**config.mk**
```make
export PLATFORM = sky130hd
export DESIGN_NAME = ofpi_inserter
export DESIGN_NICKNAME = d
export VERILOG_FILES = /design/src/logic/ofpi_pkg.sv /design/src/logic/ofpi_fifo.sv /design/src/logic/ofpi_prbs.sv /design/src/logic/ofpi_inserter.sv
export SDC_FILE = /design/constraint.sdc
export NUM_CORES = 1
export LEC_CHECK = 0
export ABC_AREA = 1
export ABC_CLOCK_PERIOD_IN_PS = 6600
export BUFFER_PORTS_ARGS = -buffer_cell sky130_fd_sc_hd__buf_2
export CAP_MARGIN = 5
export CELL_PAD_IN_SITES_DETAIL_PLACEMENT = 0
export CELL_PAD_IN_SITES_GLOBAL_PLACEMENT = 1
export CORE_AREA = 5 5 425 302
export DETAILED_ROUTE_END_ITERATION = 8
export DIE_AREA = 0 0 430 307
export PLACE_DENSITY_LB_ADDON = 0.1
export REMOVE_ABC_BUFFERS = 1
export SKIP_LAST_GASP = 1
export SYNTH_ARGS = -nofsm -noshare
export SYNTH_HDL_FRONTEND = slang
export SYNTH_SLANG_ARGS = --single-unit
```
**constraint.sdc**
```tcl
create_clock -name mclk -period 6.6 [get_ports mclk]
set_input_delay 1.32 -clock mclk [delete_from_list [all_inputs] [get_ports mclk]]
set_output_delay 1.32 -clock mclk [all_outputs]
set_load 0.01 [all_outputs]
```
**src/logic/ofpi_pkg.sv**
```systemverilog
// shared constants, types and decode functions of the p2/frame-closing pilot inserter
package ofpi_pkg;

  // ---------------------------------------------------------------
  // widths and configuration types
  // ---------------------------------------------------------------
  localparam int CW = 16;
  localparam int KW = 15;
  localparam int SW = 5;

  typedef enum logic [2:0] {FFT_1K, FFT_2K, FFT_4K, FFT_8K, FFT_16K, FFT_32K} ofpi_fft_e;
  typedef enum logic [1:0] {CELL_DATA, CELL_PILOT, CELL_RESERVED} ofpi_cell_e;

  // ---------------------------------------------------------------
  // carrier geometry
  // ---------------------------------------------------------------
  localparam logic [KW-1:0] LAST_1K = 15'd852;
  localparam logic [KW-1:0] LAST_2K = 15'd1704;
  localparam logic [KW-1:0] LAST_4K = 15'd3408;
  localparam logic [KW-1:0] LAST_8K = 15'd6816;
  localparam logic [KW-1:0] LAST_16K = 15'd13632;
  localparam logic [KW-1:0] LAST_32K = 15'd27264;
  localparam logic [KW-1:0] EXT_8K = 15'd48;
  localparam logic [KW-1:0] EXT_16K = 15'd144;
  localparam logic [KW-1:0] EXT_32K = 15'd288;
  localparam logic [KW-1:0] EXT_NONE = 15'd0;
  localparam logic [SW-1:0] P2_SPACING_STD = 5'd3;
  localparam logic [SW-1:0] P2_SPACING_WIDE = 5'd6;
  localparam logic [KW-1:0] EDGE_GAP_1 = 15'd1;
  localparam logic [KW-1:0] EDGE_GAP_2 = 15'd2;

  // ---------------------------------------------------------------
  // reference sequence generator
  // ---------------------------------------------------------------
  localparam int PRBS_W = 11;
  localparam logic [PRBS_W-1:0] PRBS_INIT = 11'h7FF;
  localparam int PRBS_TAP = 2;

  // ---------------------------------------------------------------
  // expected per-symbol counts at the 8k, 16k and 32k fft sizes
  // ---------------------------------------------------------------
  localparam logic [KW-1:0] REG_32K_MISO_N = 15'd9089;
  localparam logic [KW-1:0] REG_32K_MISO_E = 15'd9281;
  localparam logic [KW-1:0] REG_32K_SISO_N = 15'd4545;
  localparam logic [KW-1:0] PAD_8K = 15'd96;
  localparam logic [KW-1:0] PAD_16K = 15'd288;
  localparam logic [KW-1:0] PAD_32K = 15'd576;
  localparam logic [KW-1:0] EXTRA_8K = 15'd64;
  localparam logic [KW-1:0] EXTRA_16K = 15'd192;
  localparam logic [KW-1:0] EXTRA_32K_SISO = 15'd480;
  localparam logic [KW-1:0] EXTRA_32K_MISO = 15'd384;

  // ---------------------------------------------------------------
  // decode functions
  // ---------------------------------------------------------------
  function automatic logic [KW-1:0] fft_last_normal(input ofpi_fft_e f);
    unique case (f)
      FFT_1K: fft_last_normal = LAST_1K;
      FFT_2K: fft_last_normal = LAST_2K;
      FFT_4K: fft_last_normal = LAST_4K;
      FFT_8K: fft_last_normal = LAST_8K;
      FFT_16K: fft_last_normal = LAST_16K;
      default: fft_last_normal = LAST_32K;
    endcase
  endfunction

  // extension carriers per side; zero where extended mode is not offered
  function automatic logic [KW-1:0] fft_ext(input ofpi_fft_e f);
    unique case (f)
      FFT_8K: fft_ext = EXT_8K;
      FFT_16K: fft_ext = EXT_16K;
      FFT_32K: fft_ext = EXT_32K;
      default: fft_ext = EXT_NONE;
    endcase
  endfunction

endpackage

```
**src/logic/ofpi_fifo.sv**
```systemverilog
// cell fifo between the inserter and the ifft stage
`timescale 1ns/1ps
module ofpi_fifo
  import ofpi_pkg::*;
#(
  parameter int WIDTH = 34,
  parameter int DEPTH = 32
)
(
  input wire logic mclk,
  input wire logic srst,
  input wire logic in_valid,
  output logic in_ready,
  input wire logic [WIDTH-1:0] in_data,
  output logic out_valid,
  input wire logic out_ready,
  output logic [WIDTH-1:0] out_data
);

  localparam int AW = $clog2(DEPTH);

  logic [WIDTH-1:0] mem_q [DEPTH];
  logic [AW-1:0] wr_q, wr_d, rd_q, rd_d;
  logic [AW:0] cnt_q, cnt_d;
  logic push, pop;

  assign in_ready = (cnt_q != (AW+1)'(DEPTH));
  assign out_valid = (cnt_q != '0);
  assign push = in_valid && in_ready;
  assign pop = out_valid && out_ready;
  assign out_data = mem_q[rd_q];

  always_comb
  begin
    wr_d = wr_q;
    rd_d = rd_q;
    cnt_d = cnt_q;
    if (push)
    begin
      wr_d = (wr_q == AW'(DEPTH-1)) ? '0 : wr_q + 1'b1;
    end
    if (pop)
    begin
      rd_d = (rd_q == AW'(DEPTH-1)) ? '0 : rd_q + 1'b1;
    end
    if (push && !pop)
    begin
      cnt_d = cnt_q + 1'b1;
    end
    else if (pop && !push)
    begin
      cnt_d = cnt_q - 1'b1;
    end
  end

  always_ff @(posedge mclk)
  begin
    if (srst)
    begin
      wr_q <= '0;
      rd_q <= '0;
      cnt_q <= '0;
    end
    else
    begin
      wr_q <= wr_d;
      rd_q <= rd_d;
      cnt_q <= cnt_d;
    end
  end

  // storage carries no reset; only written slots are ever read
  always_ff @(posedge mclk)
  begin
    if (push)
    begin
      mem_q[wr_q] <= in_data;
    end
  end

endmodule

```
**src/logic/ofpi_prbs.sv**
```systemverilog
// pilot reference sequence generator, one sample per step
`timescale 1ns/1ps
module ofpi_prbs
  import ofpi_pkg::*;
(
  input wire logic mclk,
  input wire logic srst,
  input wire logic load,
  input wire logic step,
  output logic seq_bit
);

  logic [PRBS_W-1:0] lfsr_q, lfsr_d;

  assign seq_bit = lfsr_q[0];

  always_comb
  begin
    lfsr_d = lfsr_q;
    if (load)
    begin
      lfsr_d = PRBS_INIT;
    end
    else if (step)
    begin
      lfsr_d = {lfsr_q[0] ^ lfsr_q[PRBS_TAP], lfsr_q[PRBS_W-1:1]};
    end
  end

  always_ff @(posedge mclk)
  begin
    if (srst)
    begin
      lfsr_q <= PRBS_INIT;
    end
    else
    begin
      lfsr_q <= lfsr_d;
    end
  end

endmodule

```
**src/logic/ofpi_inserter.sv**
```systemverilog
// p2 and frame-closing symbol pilot inserter, cell stream in carrier order
//
// Functional notes
// RQ1: p2 padding region carriers are all pilots
// RQ2: p2 grid spacing 3, 6 at 32k siso
// RQ3: regular p2 count equal siso/miso except 32k
// RQ4: padding spans 96, 288, 576 carriers
// RQ5: off-grid padding pilots 64, 192, 480/384
// RQ6: miso partner pilot beside isolated reserved tone
// RQ7: miso adds four pilots near edges
// RQ8: p2 data cell count same both modes
// RQ9: frame-closing pilot on every dx multiple; a reserved tone on a dx multiple stays reserved, not a pilot
// RQ10: optional extra pilot below last carrier
// RQ11: datapath headroom for 8/3 boost
// RQ12: edge pilots use scattered pilot boost
// RQ13: group 2 inverts alternate dx carriers
// RQ14: group 2 inverts alternate p2 grid multiples
// RQ15: group 2 inverts edge pilots alternate symbols
// RQ16: edge inversion overrides frame-closing inversion
// RQ17: miso fills two carriers at band ends
// RQ18: extended mode only at 8k, 16k, 32k
// RQ19: normal mode starts sequence at extension index
// RQ20: extra pilot and boosts come from tables
// RQ21: one tagged cell per handshake, ascending
`timescale 1ns/1ps
module ofpi_inserter
  import ofpi_pkg::*;
#(
  parameter int FIFO_DEPTH = 32
)
(
  input wire logic mclk,
  input wire logic srst,
  input wire ofpi_fft_e cfg_fft_size,
  input wire logic cfg_ext_mode,
  input wire logic cfg_miso,
  input wire logic cfg_group2,
  input wire logic [SW-1:0] cfg_sp_carrier_spacing,
  input wire logic cfg_fc_extra_pilot,
  input wire logic [CW-1:0] cfg_sp_boost,
  input wire logic [CW-1:0] cfg_fc_boost,
  input wire logic [CW-1:0] cfg_p2_boost,
  input wire logic sym_start,
  input wire logic sym_is_fc,
  input wire logic sym_index_odd,
  output logic [KW-1:0] tr_probe_idx,
  output logic [KW-1:0] tr_pair_idx,
  input wire logic tr_hit,
  input wire logic tr_pair_hit,
  input wire logic din_valid,
  output logic din_ready,
  input wire logic [CW-1:0] din_re,
  input wire logic [CW-1:0] din_im,
  output logic cell_valid,
  input wire logic cell_ready,
  output logic [1:0] cell_type,
  output logic [CW-1:0] cell_re,
  output logic [CW-1:0] cell_im,
  output logic busy,
  output logic sym_done,
  output logic [KW-1:0] p2_data_cell_count,
  output logic [KW-1:0] regular_pilot_count,
  output logic [KW-1:0] pad_carrier_count,
  output logic [KW-1:0] extra_pad_pilot_count
);

  localparam int FW = 2 + 2 * CW;

  typedef enum logic [1:0] {ST_IDLE, ST_PRIME, ST_RUN} ofpi_state_e;

  // ---------------------------------------------------------------
  // state
  // ---------------------------------------------------------------
  ofpi_state_e state_q, state_d;
  logic fc_q, fc_d;
  logic [KW-1:0] k_q, k_d, prime_q, prime_d;
  logic [SW-1:0] p2_mod_q, p2_mod_d, sp_mod_q, sp_mod_d;
  logic p2_par_q, p2_par_d, sp_par_q, sp_par_d;
  logic [KW-1:0] c_data_q, c_data_d, c_reg_q, c_reg_d, c_pad_q, c_pad_d, c_xtr_q, c_xtr_d;
  logic [KW-1:0] s_data_q, s_data_d, s_reg_q, s_reg_d, s_pad_q, s_pad_d, s_xtr_q, s_xtr_d;
  logic done_q, done_d;

  // ---------------------------------------------------------------
  // carrier classification
  // ---------------------------------------------------------------
  logic [KW-1:0] ext_act, last_k;
  logic [SW-1:0] p2_spacing;
  logic in_pad, on_grid, edge_fill, partner, fc_edge, fc_pilot;
  logic is_pilot, is_res, invert, seq_bit, advance, push, fifo_ready, last_cell;
  logic [CW-1:0] amp, pil_val;
  ofpi_cell_e ctype;

  // extension width collapses to zero below 8k
  // RQ18 extended only large
  assign ext_act = cfg_ext_mode ? fft_ext(cfg_fft_size) : EXT_NONE;
  assign last_k = fft_last_normal(cfg_fft_size) + ext_act + ext_act;
  // RQ2 grid spacing select
  assign p2_spacing = (cfg_fft_size == FFT_32K && !cfg_miso) ? P2_SPACING_WIDE : P2_SPACING_STD;

  // RQ1 padding region fill
  assign in_pad = (ext_act != EXT_NONE) && ((k_q < ext_act) || (k_q > last_k - ext_act));
  assign on_grid = (p2_mod_q == '0);
  // RQ7 edge pilot pairs
  // RQ17 band end fill
  assign edge_fill = cfg_miso &&
    ((k_q == ext_act + EDGE_GAP_1) || (k_q == ext_act + EDGE_GAP_2) ||
     (k_q == last_k - ext_act - EDGE_GAP_1) || (k_q == last_k - ext_act - EDGE_GAP_2));
  // RQ6 reserved tone partner
  assign partner = cfg_miso && !tr_hit && tr_pair_hit;
  assign tr_probe_idx = k_q;
  assign tr_pair_idx = {k_q[KW-1:1], ~k_q[0]};

  assign fc_edge = (k_q == '0) || (k_q == last_k);
  // RQ9 dx multiples
  // RQ10 extra closing pilot
  assign fc_pilot = (sp_mod_q == '0) || (cfg_fc_extra_pilot && (k_q == last_k - EDGE_GAP_1));

  always_comb
  begin
    is_res = 1'b0;
    is_pilot = 1'b0;
    invert = 1'b0;
    amp = cfg_p2_boost;
    if (!fc_q)
    begin
      // padding wins over reserved tones so the edge band stays data-free
      is_pilot = in_pad || (!tr_hit && (on_grid || edge_fill || partner));
      is_res = !in_pad && tr_hit;
      // RQ14 alternate grid inversion
      invert = cfg_group2 && p2_par_q;
    end
    else if (fc_edge)
    begin
      is_pilot = 1'b1;
      // RQ12 edge uses scattered boost
      amp = cfg_sp_boost;
      // RQ15 alternate symbol edges
      // RQ16 edge rule precedence
      invert = cfg_group2 && sym_index_odd;
    end
    else
    begin
      is_pilot = !tr_hit && fc_pilot;
      is_res = tr_hit;
      amp = cfg_fc_boost;
      // RQ13 alternate dx inversion
      invert = cfg_group2 && sp_par_q;
    end
  end

  // boosts arrive as table values in signed 3.12, so 8/3 keeps one bit spare
  // RQ11 boost headroom
  // RQ20 tabled boosts
  assign pil_val = (seq_bit ^ invert) ? ({CW{1'b0}} - amp) : amp;
  assign ctype = is_res ? CELL_RESERVED : (is_pilot ? CELL_PILOT : CELL_DATA);

  // RQ21 cell handshake
  assign advance = (state_q == ST_RUN) && fifo_ready && (ctype != CELL_DATA || din_valid);
  assign push = advance;
  assign din_ready = (state_q == ST_RUN) && fifo_ready && (ctype == CELL_DATA);
  assign last_cell = (k_q == last_k);
  assign busy = (state_q != ST_IDLE);
  assign sym_done = done_q;
  assign p2_data_cell_count = s_data_q;
  assign regular_pilot_count = s_reg_q;
  assign pad_carrier_count = s_pad_q;
  assign extra_pad_pilot_count = s_xtr_q;

  // ---------------------------------------------------------------
  // sequencer and counters
  // ---------------------------------------------------------------
  always_comb
  begin
    state_d = state_q;
    fc_d = fc_q;
    k_d = k_q;
    prime_d = prime_q;
    p2_mod_d = p2_mod_q;
    p2_par_d = p2_par_q;
    sp_mod_d = sp_mod_q;
    sp_par_d = sp_par_q;
    c_data_d = c_data_q;
    c_reg_d = c_reg_q;
    c_pad_d = c_pad_q;
    c_xtr_d = c_xtr_q;
    s_data_d = s_data_q;
    s_reg_d = s_reg_q;
    s_pad_d = s_pad_q;
    s_xtr_d = s_xtr_q;
    done_d = 1'b0;
    unique case (state_q)
      ST_IDLE:
      begin
        // a start while busy is dropped; config must hold for the symbol
        if (sym_start)
        begin
          fc_d = sym_is_fc;
          k_d = '0;
          p2_mod_d = '0;
          p2_par_d = 1'b0;
          sp_mod_d = '0;
          sp_par_d = 1'b0;
          c_data_d = '0;
          c_reg_d = '0;
          c_pad_d = '0;
          c_xtr_d = '0;
          // RQ19 sequence offset in normal mode
          prime_d = cfg_ext_mode ? EXT_NONE : fft_ext(cfg_fft_size);
          state_d = ST_PRIME;
        end
      end
      ST_PRIME:
      begin
        if (prime_q == '0)
        begin
          state_d = ST_RUN;
        end
        else
        begin
          prime_d = prime_q - 1'b1;
        end
      end
      ST_RUN:
      begin
        if (advance)
        begin
          k_d = k_q + 1'b1;
          p2_mod_d = (p2_mod_q == p2_spacing - 1'b1) ? '0 : p2_mod_q + 1'b1;
          p2_par_d = (p2_mod_q == p2_spacing - 1'b1) ? ~p2_par_q : p2_par_q;
          sp_mod_d = (sp_mod_q == cfg_sp_carrier_spacing - 1'b1) ? '0 : sp_mod_q + 1'b1;
          sp_par_d = (sp_mod_q == cfg_sp_carrier_spacing - 1'b1) ? ~sp_par_q : sp_par_q;
          // RQ8 data cell tally
          if (ctype == CELL_DATA)
          begin
            c_data_d = c_data_q + 1'b1;
          end
          // RQ3 regular grid tally
          if (!fc_q && on_grid)
          begin
            c_reg_d = c_reg_q + 1'b1;
          end
          // RQ4 padding span tally
          // RQ5 off-grid padding tally
          if (!fc_q && in_pad)
          begin
            c_pad_d = c_pad_q + 1'b1;
            if (!on_grid)
            begin
              c_xtr_d = c_xtr_q + 1'b1;
            end
          end
          if (last_cell)
          begin
            s_data_d = c_data_d;
            s_reg_d = c_reg_d;
            s_pad_d = c_pad_d;
            s_xtr_d = c_xtr_d;
            done_d = 1'b1;
            state_d = ST_IDLE;
          end
        end
      end
    endcase
  end

  always_ff @(posedge mclk)
  begin
    if (srst)
    begin
      state_q <= ST_IDLE;
      fc_q <= 1'b0;
      k_q <= '0;
      prime_q <= '0;
      p2_mod_q <= '0;
      p2_par_q <= 1'b0;
      sp_mod_q <= '0;
      sp_par_q <= 1'b0;
      c_data_q <= '0;
      c_reg_q <= '0;
      c_pad_q <= '0;
      c_xtr_q <= '0;
      s_data_q <= '0;
      s_reg_q <= '0;
      s_pad_q <= '0;
      s_xtr_q <= '0;
      done_q <= 1'b0;
    end
    else
    begin
      state_q <= state_d;
      fc_q <= fc_d;
      k_q <= k_d;
      prime_q <= prime_d;
      p2_mod_q <= p2_mod_d;
      p2_par_q <= p2_par_d;
      sp_mod_q <= sp_mod_d;
      sp_par_q <= sp_par_d;
      c_data_q <= c_data_d;
      c_reg_q <= c_reg_d;
      c_pad_q <= c_pad_d;
      c_xtr_q <= c_xtr_d;
      s_data_q <= s_data_d;
      s_reg_q <= s_reg_d;
      s_pad_q <= s_pad_d;
      s_xtr_q <= s_xtr_d;
      done_q <= done_d;
    end
  end

  // ---------------------------------------------------------------
  // instances
  // ---------------------------------------------------------------
  ofpi_prbs u_prbs (
    .mclk(mclk),
    .srst(srst),
    .load(state_q == ST_IDLE && sym_start),
    .step(advance || (state_q == ST_PRIME && prime_q != '0)),
    .seq_bit(seq_bit)
  );

  ofpi_fifo #(.WIDTH(FW), .DEPTH(FIFO_DEPTH)) u_fifo (
    .mclk(mclk),
    .srst(srst),
    .in_valid(push),
    .in_ready(fifo_ready),
    .in_data({ctype, (ctype == CELL_DATA) ? din_re : (is_pilot ? pil_val : {CW{1'b0}}),
              (ctype == CELL_DATA) ? din_im : {CW{1'b0}}}),
    .out_valid(cell_valid),
    .out_ready(cell_ready),
    .out_data({cell_type, cell_re, cell_im})
  );

  // ---------------------------------------------------------------
  // checks
  // ---------------------------------------------------------------
  chk_pad_pilot: assert property (@(posedge mclk) disable iff (srst) // RQ1
    push && !fc_q && in_pad |-> ctype == CELL_PILOT)
    else $error("padding carrier not a pilot");
  chk_grid_wide: assert property (@(posedge mclk) disable iff (srst) // RQ2
    push && !fc_q && cfg_fft_size == FFT_32K && !cfg_miso && !in_pad && !tr_hit &&
    k_q > ext_act + EDGE_GAP_2 && k_q < last_k - ext_act - EDGE_GAP_2 && !partner
    |-> (ctype == CELL_PILOT) == (k_q % P2_SPACING_WIDE == 0))
    else $error("wide p2 grid misplaced");
  chk_reg_miso: assert property (@(posedge mclk) disable iff (srst) // RQ3
    done_q && !fc_q && cfg_miso && cfg_fft_size == FFT_32K
    |-> s_reg_q == (cfg_ext_mode ? REG_32K_MISO_E : REG_32K_MISO_N))
    else $error("regular p2 pilot count wrong");
  chk_pad_span: assert property (@(posedge mclk) disable iff (srst) // RQ4
    done_q && !fc_q && cfg_ext_mode && cfg_fft_size == FFT_32K |-> s_pad_q == PAD_32K)
    else $error("padding span wrong");
  chk_extra_cnt: assert property (@(posedge mclk) disable iff (srst) // RQ5
    done_q && !fc_q && cfg_ext_mode && cfg_fft_size == FFT_32K
    |-> s_xtr_q == (cfg_miso ? EXTRA_32K_MISO : EXTRA_32K_SISO))
    else $error("off-grid padding count wrong");
  chk_tr_partner: assert property (@(posedge mclk) disable iff (srst) // RQ6
    push && !fc_q && cfg_miso && tr_pair_hit && !tr_hit |-> ctype == CELL_PILOT)
    else $error("reserved tone partner missing");
  chk_fc_grid: assert property (@(posedge mclk) disable iff (srst) // RQ9
    push && fc_q && !tr_hit && sp_mod_q == '0 |-> ctype == CELL_PILOT)
    else $error("closing pilot missing");
  chk_edge_inv: assert property (@(posedge mclk) disable iff (srst) // RQ16
    push && fc_q && fc_edge && cfg_group2 |-> pil_val == ((seq_bit ^ sym_index_odd) ?
    ({CW{1'b0}} - cfg_sp_boost) : cfg_sp_boost))
    else $error("edge pilot inversion wrong");
  chk_prime_len: assert property (@(posedge mclk) disable iff (srst) // RQ19
    state_q == ST_IDLE && sym_start && !cfg_ext_mode && cfg_fft_size == FFT_8K
    |=> state_q == ST_PRIME ##48 state_q == ST_PRIME ##1 state_q == ST_RUN)
    else $error("sequence offset length wrong");
  chk_cell_hold: assert property (@(posedge mclk) disable iff (srst) // RQ21
    cell_valid && !cell_ready |=> cell_valid && $stable(cell_type) && $stable(cell_re))
    else $error("cell dropped under back-pressure");

endmodule

```
==> summary.txt <==
Outcome
  – Status: finished, final reports clean

Placed design
  – Hpwl dp: 95970 microns
  – Port bufs: between 200 and 250
  – Routability-driven placement congestion ratio: 0.8743
  – Post-Place Cells: roughly 6800

Synth
  – Netlist Area Pre-Place: 55290 sq um
  – Post-synth top area share: 0.5909
  – Synth area leaders: edfxtp_1 (59%), dfxtp_1 (7.2%), o21ai_0 (6.2%)
  – Synth Flop Type: edfxtp_1
  – Synth Register Bits: 1286
  – Asr flop ratio synth: 0
  – Synth unique cells: 54
  – Yosys warnings: 0
  – Syn avg cell area: 11.04 sq um
  – Yosys top cell by area: edfxtp_1
  – Cells after synthesis: roughly 5000
  – Number of synthesized flops with an enable pin: ~1100
  – Seq/Total Area, Yosys: 0.6625

Power and ir drop
  – Worst VDD drop: approximately 0.28 mV
  – Pwr/cell area: approximately 370 nW/um^2
  – P_leak: 22.41 nW
  – Power Total: ~24 mW

Finish
  – Final core occ: 0.5156
  – Fill cells: approximately 11000
  – Nets: about 5400
  – Layout cells sized above 1: 0.1457
  – Area growth from synthesis to layout: 15.97%
  – Non-filler cells in the finished layout: between 7000 and 8000

Clock network
  – Clock sink total: approximately 1300
  – Root Driver: clkbuf_16
  – # H-tree levels: 4
  – CTS Buffer Depth: 3
  – Number of buffers created by CTS: between 100 and 150
  – CTS tree: yes
  – Cts-stage hold buffer count: 0
  – Clock Latency Late Sink: roughly 0.76 ns
  – CTS clk-pin slew, worst paths: ~0.06 ns

Timing
  – Worst Skew: 0.02291 ns
  – Crit share post-route: 0.9654
  – Slew Limit Fails: 0
  – Fin. Hold Viols: 0
  – Worst Max-Slew Pin Slew: about 1.2 ns
  – Max transition margin: 0.1715
  – Max frequency: around 160 MHz
  – # setup viols final: 0
  – Final worst path period need: approximately 6.4 ns

Die
  – Core area: about 120000 sq um
  – Die width: roughly 430 microns
  – Die Y: roughly 310 microns
  – Standard-cell rows: approximately 110
  – IO Pins: about 230
  – Initial core utilization: 0.4446
  – Die Area: around 130000 sq um

Setup path
  – Critical Path End Type: primary output
  – WP data required: approximately 5.3 ns
  – Crit-path max FO: 4
  – CP Launch Type: primary input
  – Worst Reg-to-Reg Cells: 28
  – Worst Path Arrival: about 5.1 ns
  – Type of the worst setup path: primary input to primary output

Detailed routing
  – Post-route ant nets: 0
  – Via count: around 40000
  – DRC Markers: 0
  – Routed wl met2: 74740 microns
  – Post-Route WL: 170000 microns
  – Initial DRT Pass Iterations: 6
  – M1 WL: around 80000 microns
  – Routed len/inst: approximately 24 microns
  – DR iter-0 viols: 4109
  – Max layer used: met4
  – Drt via density: 5.689
  – Met3 WL: around 12000 microns

Flow run
  – MaxCap Viol Count: 0

Global route
  – Initial antenna violation count: 7
  – Global-route wire length before repair: 250500 microns
  – Pin count of the biggest net entering global routing: about 200
  – GRT Overall Usage: 0.2512
  – Grt ovf: 0
  – Vias in the first global route: 37339

Worst hold path
  – Hold Path Class: flip-flop to flip-flop
  – Hold Path Cell Cnt: 2
-- area by class of cell --
type,count,area [sq um],area share
well taps,1665,2083,0.03249
diodes,5,12.51,0.0001951
clock inverters,76,684.4,0.01067
flip-flops and latches,1286,36650,0.5715
multi-input cells,3173,16830,0.2625
inverters,219,845.8,0.01319
repair buffers,455,3611,0.05631
clock buffers,158,3403,0.05307
-- per-stage QoR --
| stage | hold slack, ns | setup TNS [ns] | cell area (sq um) | setup slack [ns] |
|---|---|---|---|---|
| after floorplan | 0.4232 | -1834.64 | 53900 | -20.63 |
| after global placement | 0.4320 | -0.09622 | 59910 | -0.09622 |
| after detailed placement | 0.4365 | -0.1405 | 59910 | -0.1405 |
| after CTS | 0.4460 | 0 | 64000 | 0.02425 |
| after global routing | 0.4758 | -0.002894 | 64120 | -0.002894 |
| final | 0.4444 | 0 | 64130 | 0.2282 |
-- metal layers --
| layer | up-vias | GRT usage |
|---|---|---|
| li1 | 18609 | - |
| met1 | 19771 | 0.3888 |
| met2 | 1443 | 0.3731 |
| met3 | 209 | 0.03497 |
| met4 | 0 | 0.06552 |
| met5 | - | 0 |
-- synthesized netlist by cell type (7+ instances only) --
cell type,instances
xor2_1,82
buf_2,29
o221ai_1,218
o21ai_0,688
or2_0,18
nand4_1,23
or2_2,22
inv_1,210
buf_1,10
buf_4,18
a32oi_1,32
edfxtp_1,1088
nor4_1,15
o22ai_1,55
a21oi_1,180
buf_6,7
ha_1,54
a31oi_1,37
nand3b_1,8
o21ai_1,20
nand2_1,495
nand2_2,14
nor3_1,43
xnor2_1,21
nor2_1,864
inv_2,8
dfxtp_1,198
nand3_1,224
clkbuf_1,265
-- path summary, 6_finish.rpt --
| kind | slack, ns | from | endpoint |
|---|---|---|---|
| setup / recovery | 0.23 | cfg_fft_size[2] | din_ready |
| hold / removal | 0.44 | regular_pilot_count[6]$_SDFFE_PP0P_ | regular_pilot_count[6]$_SDFFE_PP0P_ |
| setup reg to reg | 1.83 | tr_probe_idx[3]$_SDFFE_PP0P_ | u_fifo.cnt_q[5]$_SDFFE_PP0P_ |
| hold reg to reg | 0.44 | regular_pilot_count[6]$_SDFFE_PP0P_ | regular_pilot_count[6]$_SDFFE_PP0P_ |
-- critical path: stages --
cell and delay, ns:
buf_2 0.12, inv_1 0.10, nand2_2 0.08, nand2_2 0.09, nor2_4 0.05, ha_2 0.32, inv_1 0.07, fa_1 0.42
buf_4 0.15, nand2_1 0.08, nand2_1 0.07, buf_4 0.14, ha_1 0.30, nand2_1 0.10, o221a_2 0.31, o211ai_1 0.23
nand2_1 0.08, nand2_1 0.06, nand2_1 0.09, nand2_2 0.15, buf_4 0.14, nand2_4 0.04, inv_2 0.08, nor2_2 0.04
nor3b_2 0.17, buf_4 0.14, buf_2 0.12
-- flip-flops by register name, indices dropped and copies added, names as in the netlist, 5 cells and up, named ones only --
register and count:
u_fifo.wr_q 5, sp_mod_q 5, u_fifo.cnt_q 6, regular_pilot_count 15
prime_q 15, c_pad_q 15, pad_carrier_count 15, c_data_q 15
u_prbs.lfsr_q 11, c_xtr_q 15, extra_pad_pilot_count 15, p2_data_cell_count 15
u_fifo.rd_q 5, p2_mod_q 5, u_fifo.mem_q 1088, c_reg_q 15
tr_probe_idx 15
-- where the power goes --
part           internal (mW)  switching (mW)  total, mW
clock                   4.05            3.19       7.24
combinational           1.77            4.45       6.21
sequential              9.95           0.215       10.2
-- logic make-up (layout without fill, tap and decap cells) --
family / count (synthesis) / count (layout) / synth area share
multiplexers: 1 / 1 / 0.0001810
AO/OA/AOI/OAI: 1245 / 1245 / 0.1326
XOR/XNOR: 107 / 107 / 0.01749
adder cells (fa/ha/maj): 56 / 56 / 0.01294
other: 0 / 5 / 0
buffers and inverters: 548 / 908 / 0.04003
AND/OR/NAND/NOR: 1764 / 1764 / 0.1342
flip-flops: 1286 / 1286 / 0.6625
-- placed cells by master, fill, tap and decap left out, types with 131 or more instances in the layout --
cell and n:
edfxtp_1 1088, nor2_1 828, o21ai_0 685, nand2_1 487
buf_2 227, nand3_1 223, o221ai_1 218, inv_1 204
dfxtp_1 194, a21oi_1 179, buf_4 167, clkbuf_16 131
-- timing repair --
| item | in CTS | in global routing |
|---|---|---|
| buffers inserted | 0 | 1 |
| endpoints found under the setup margin | 0 | 1 |
| gates resized for setup | 0 | 22 |
Power figures use the tool's default switching activity.
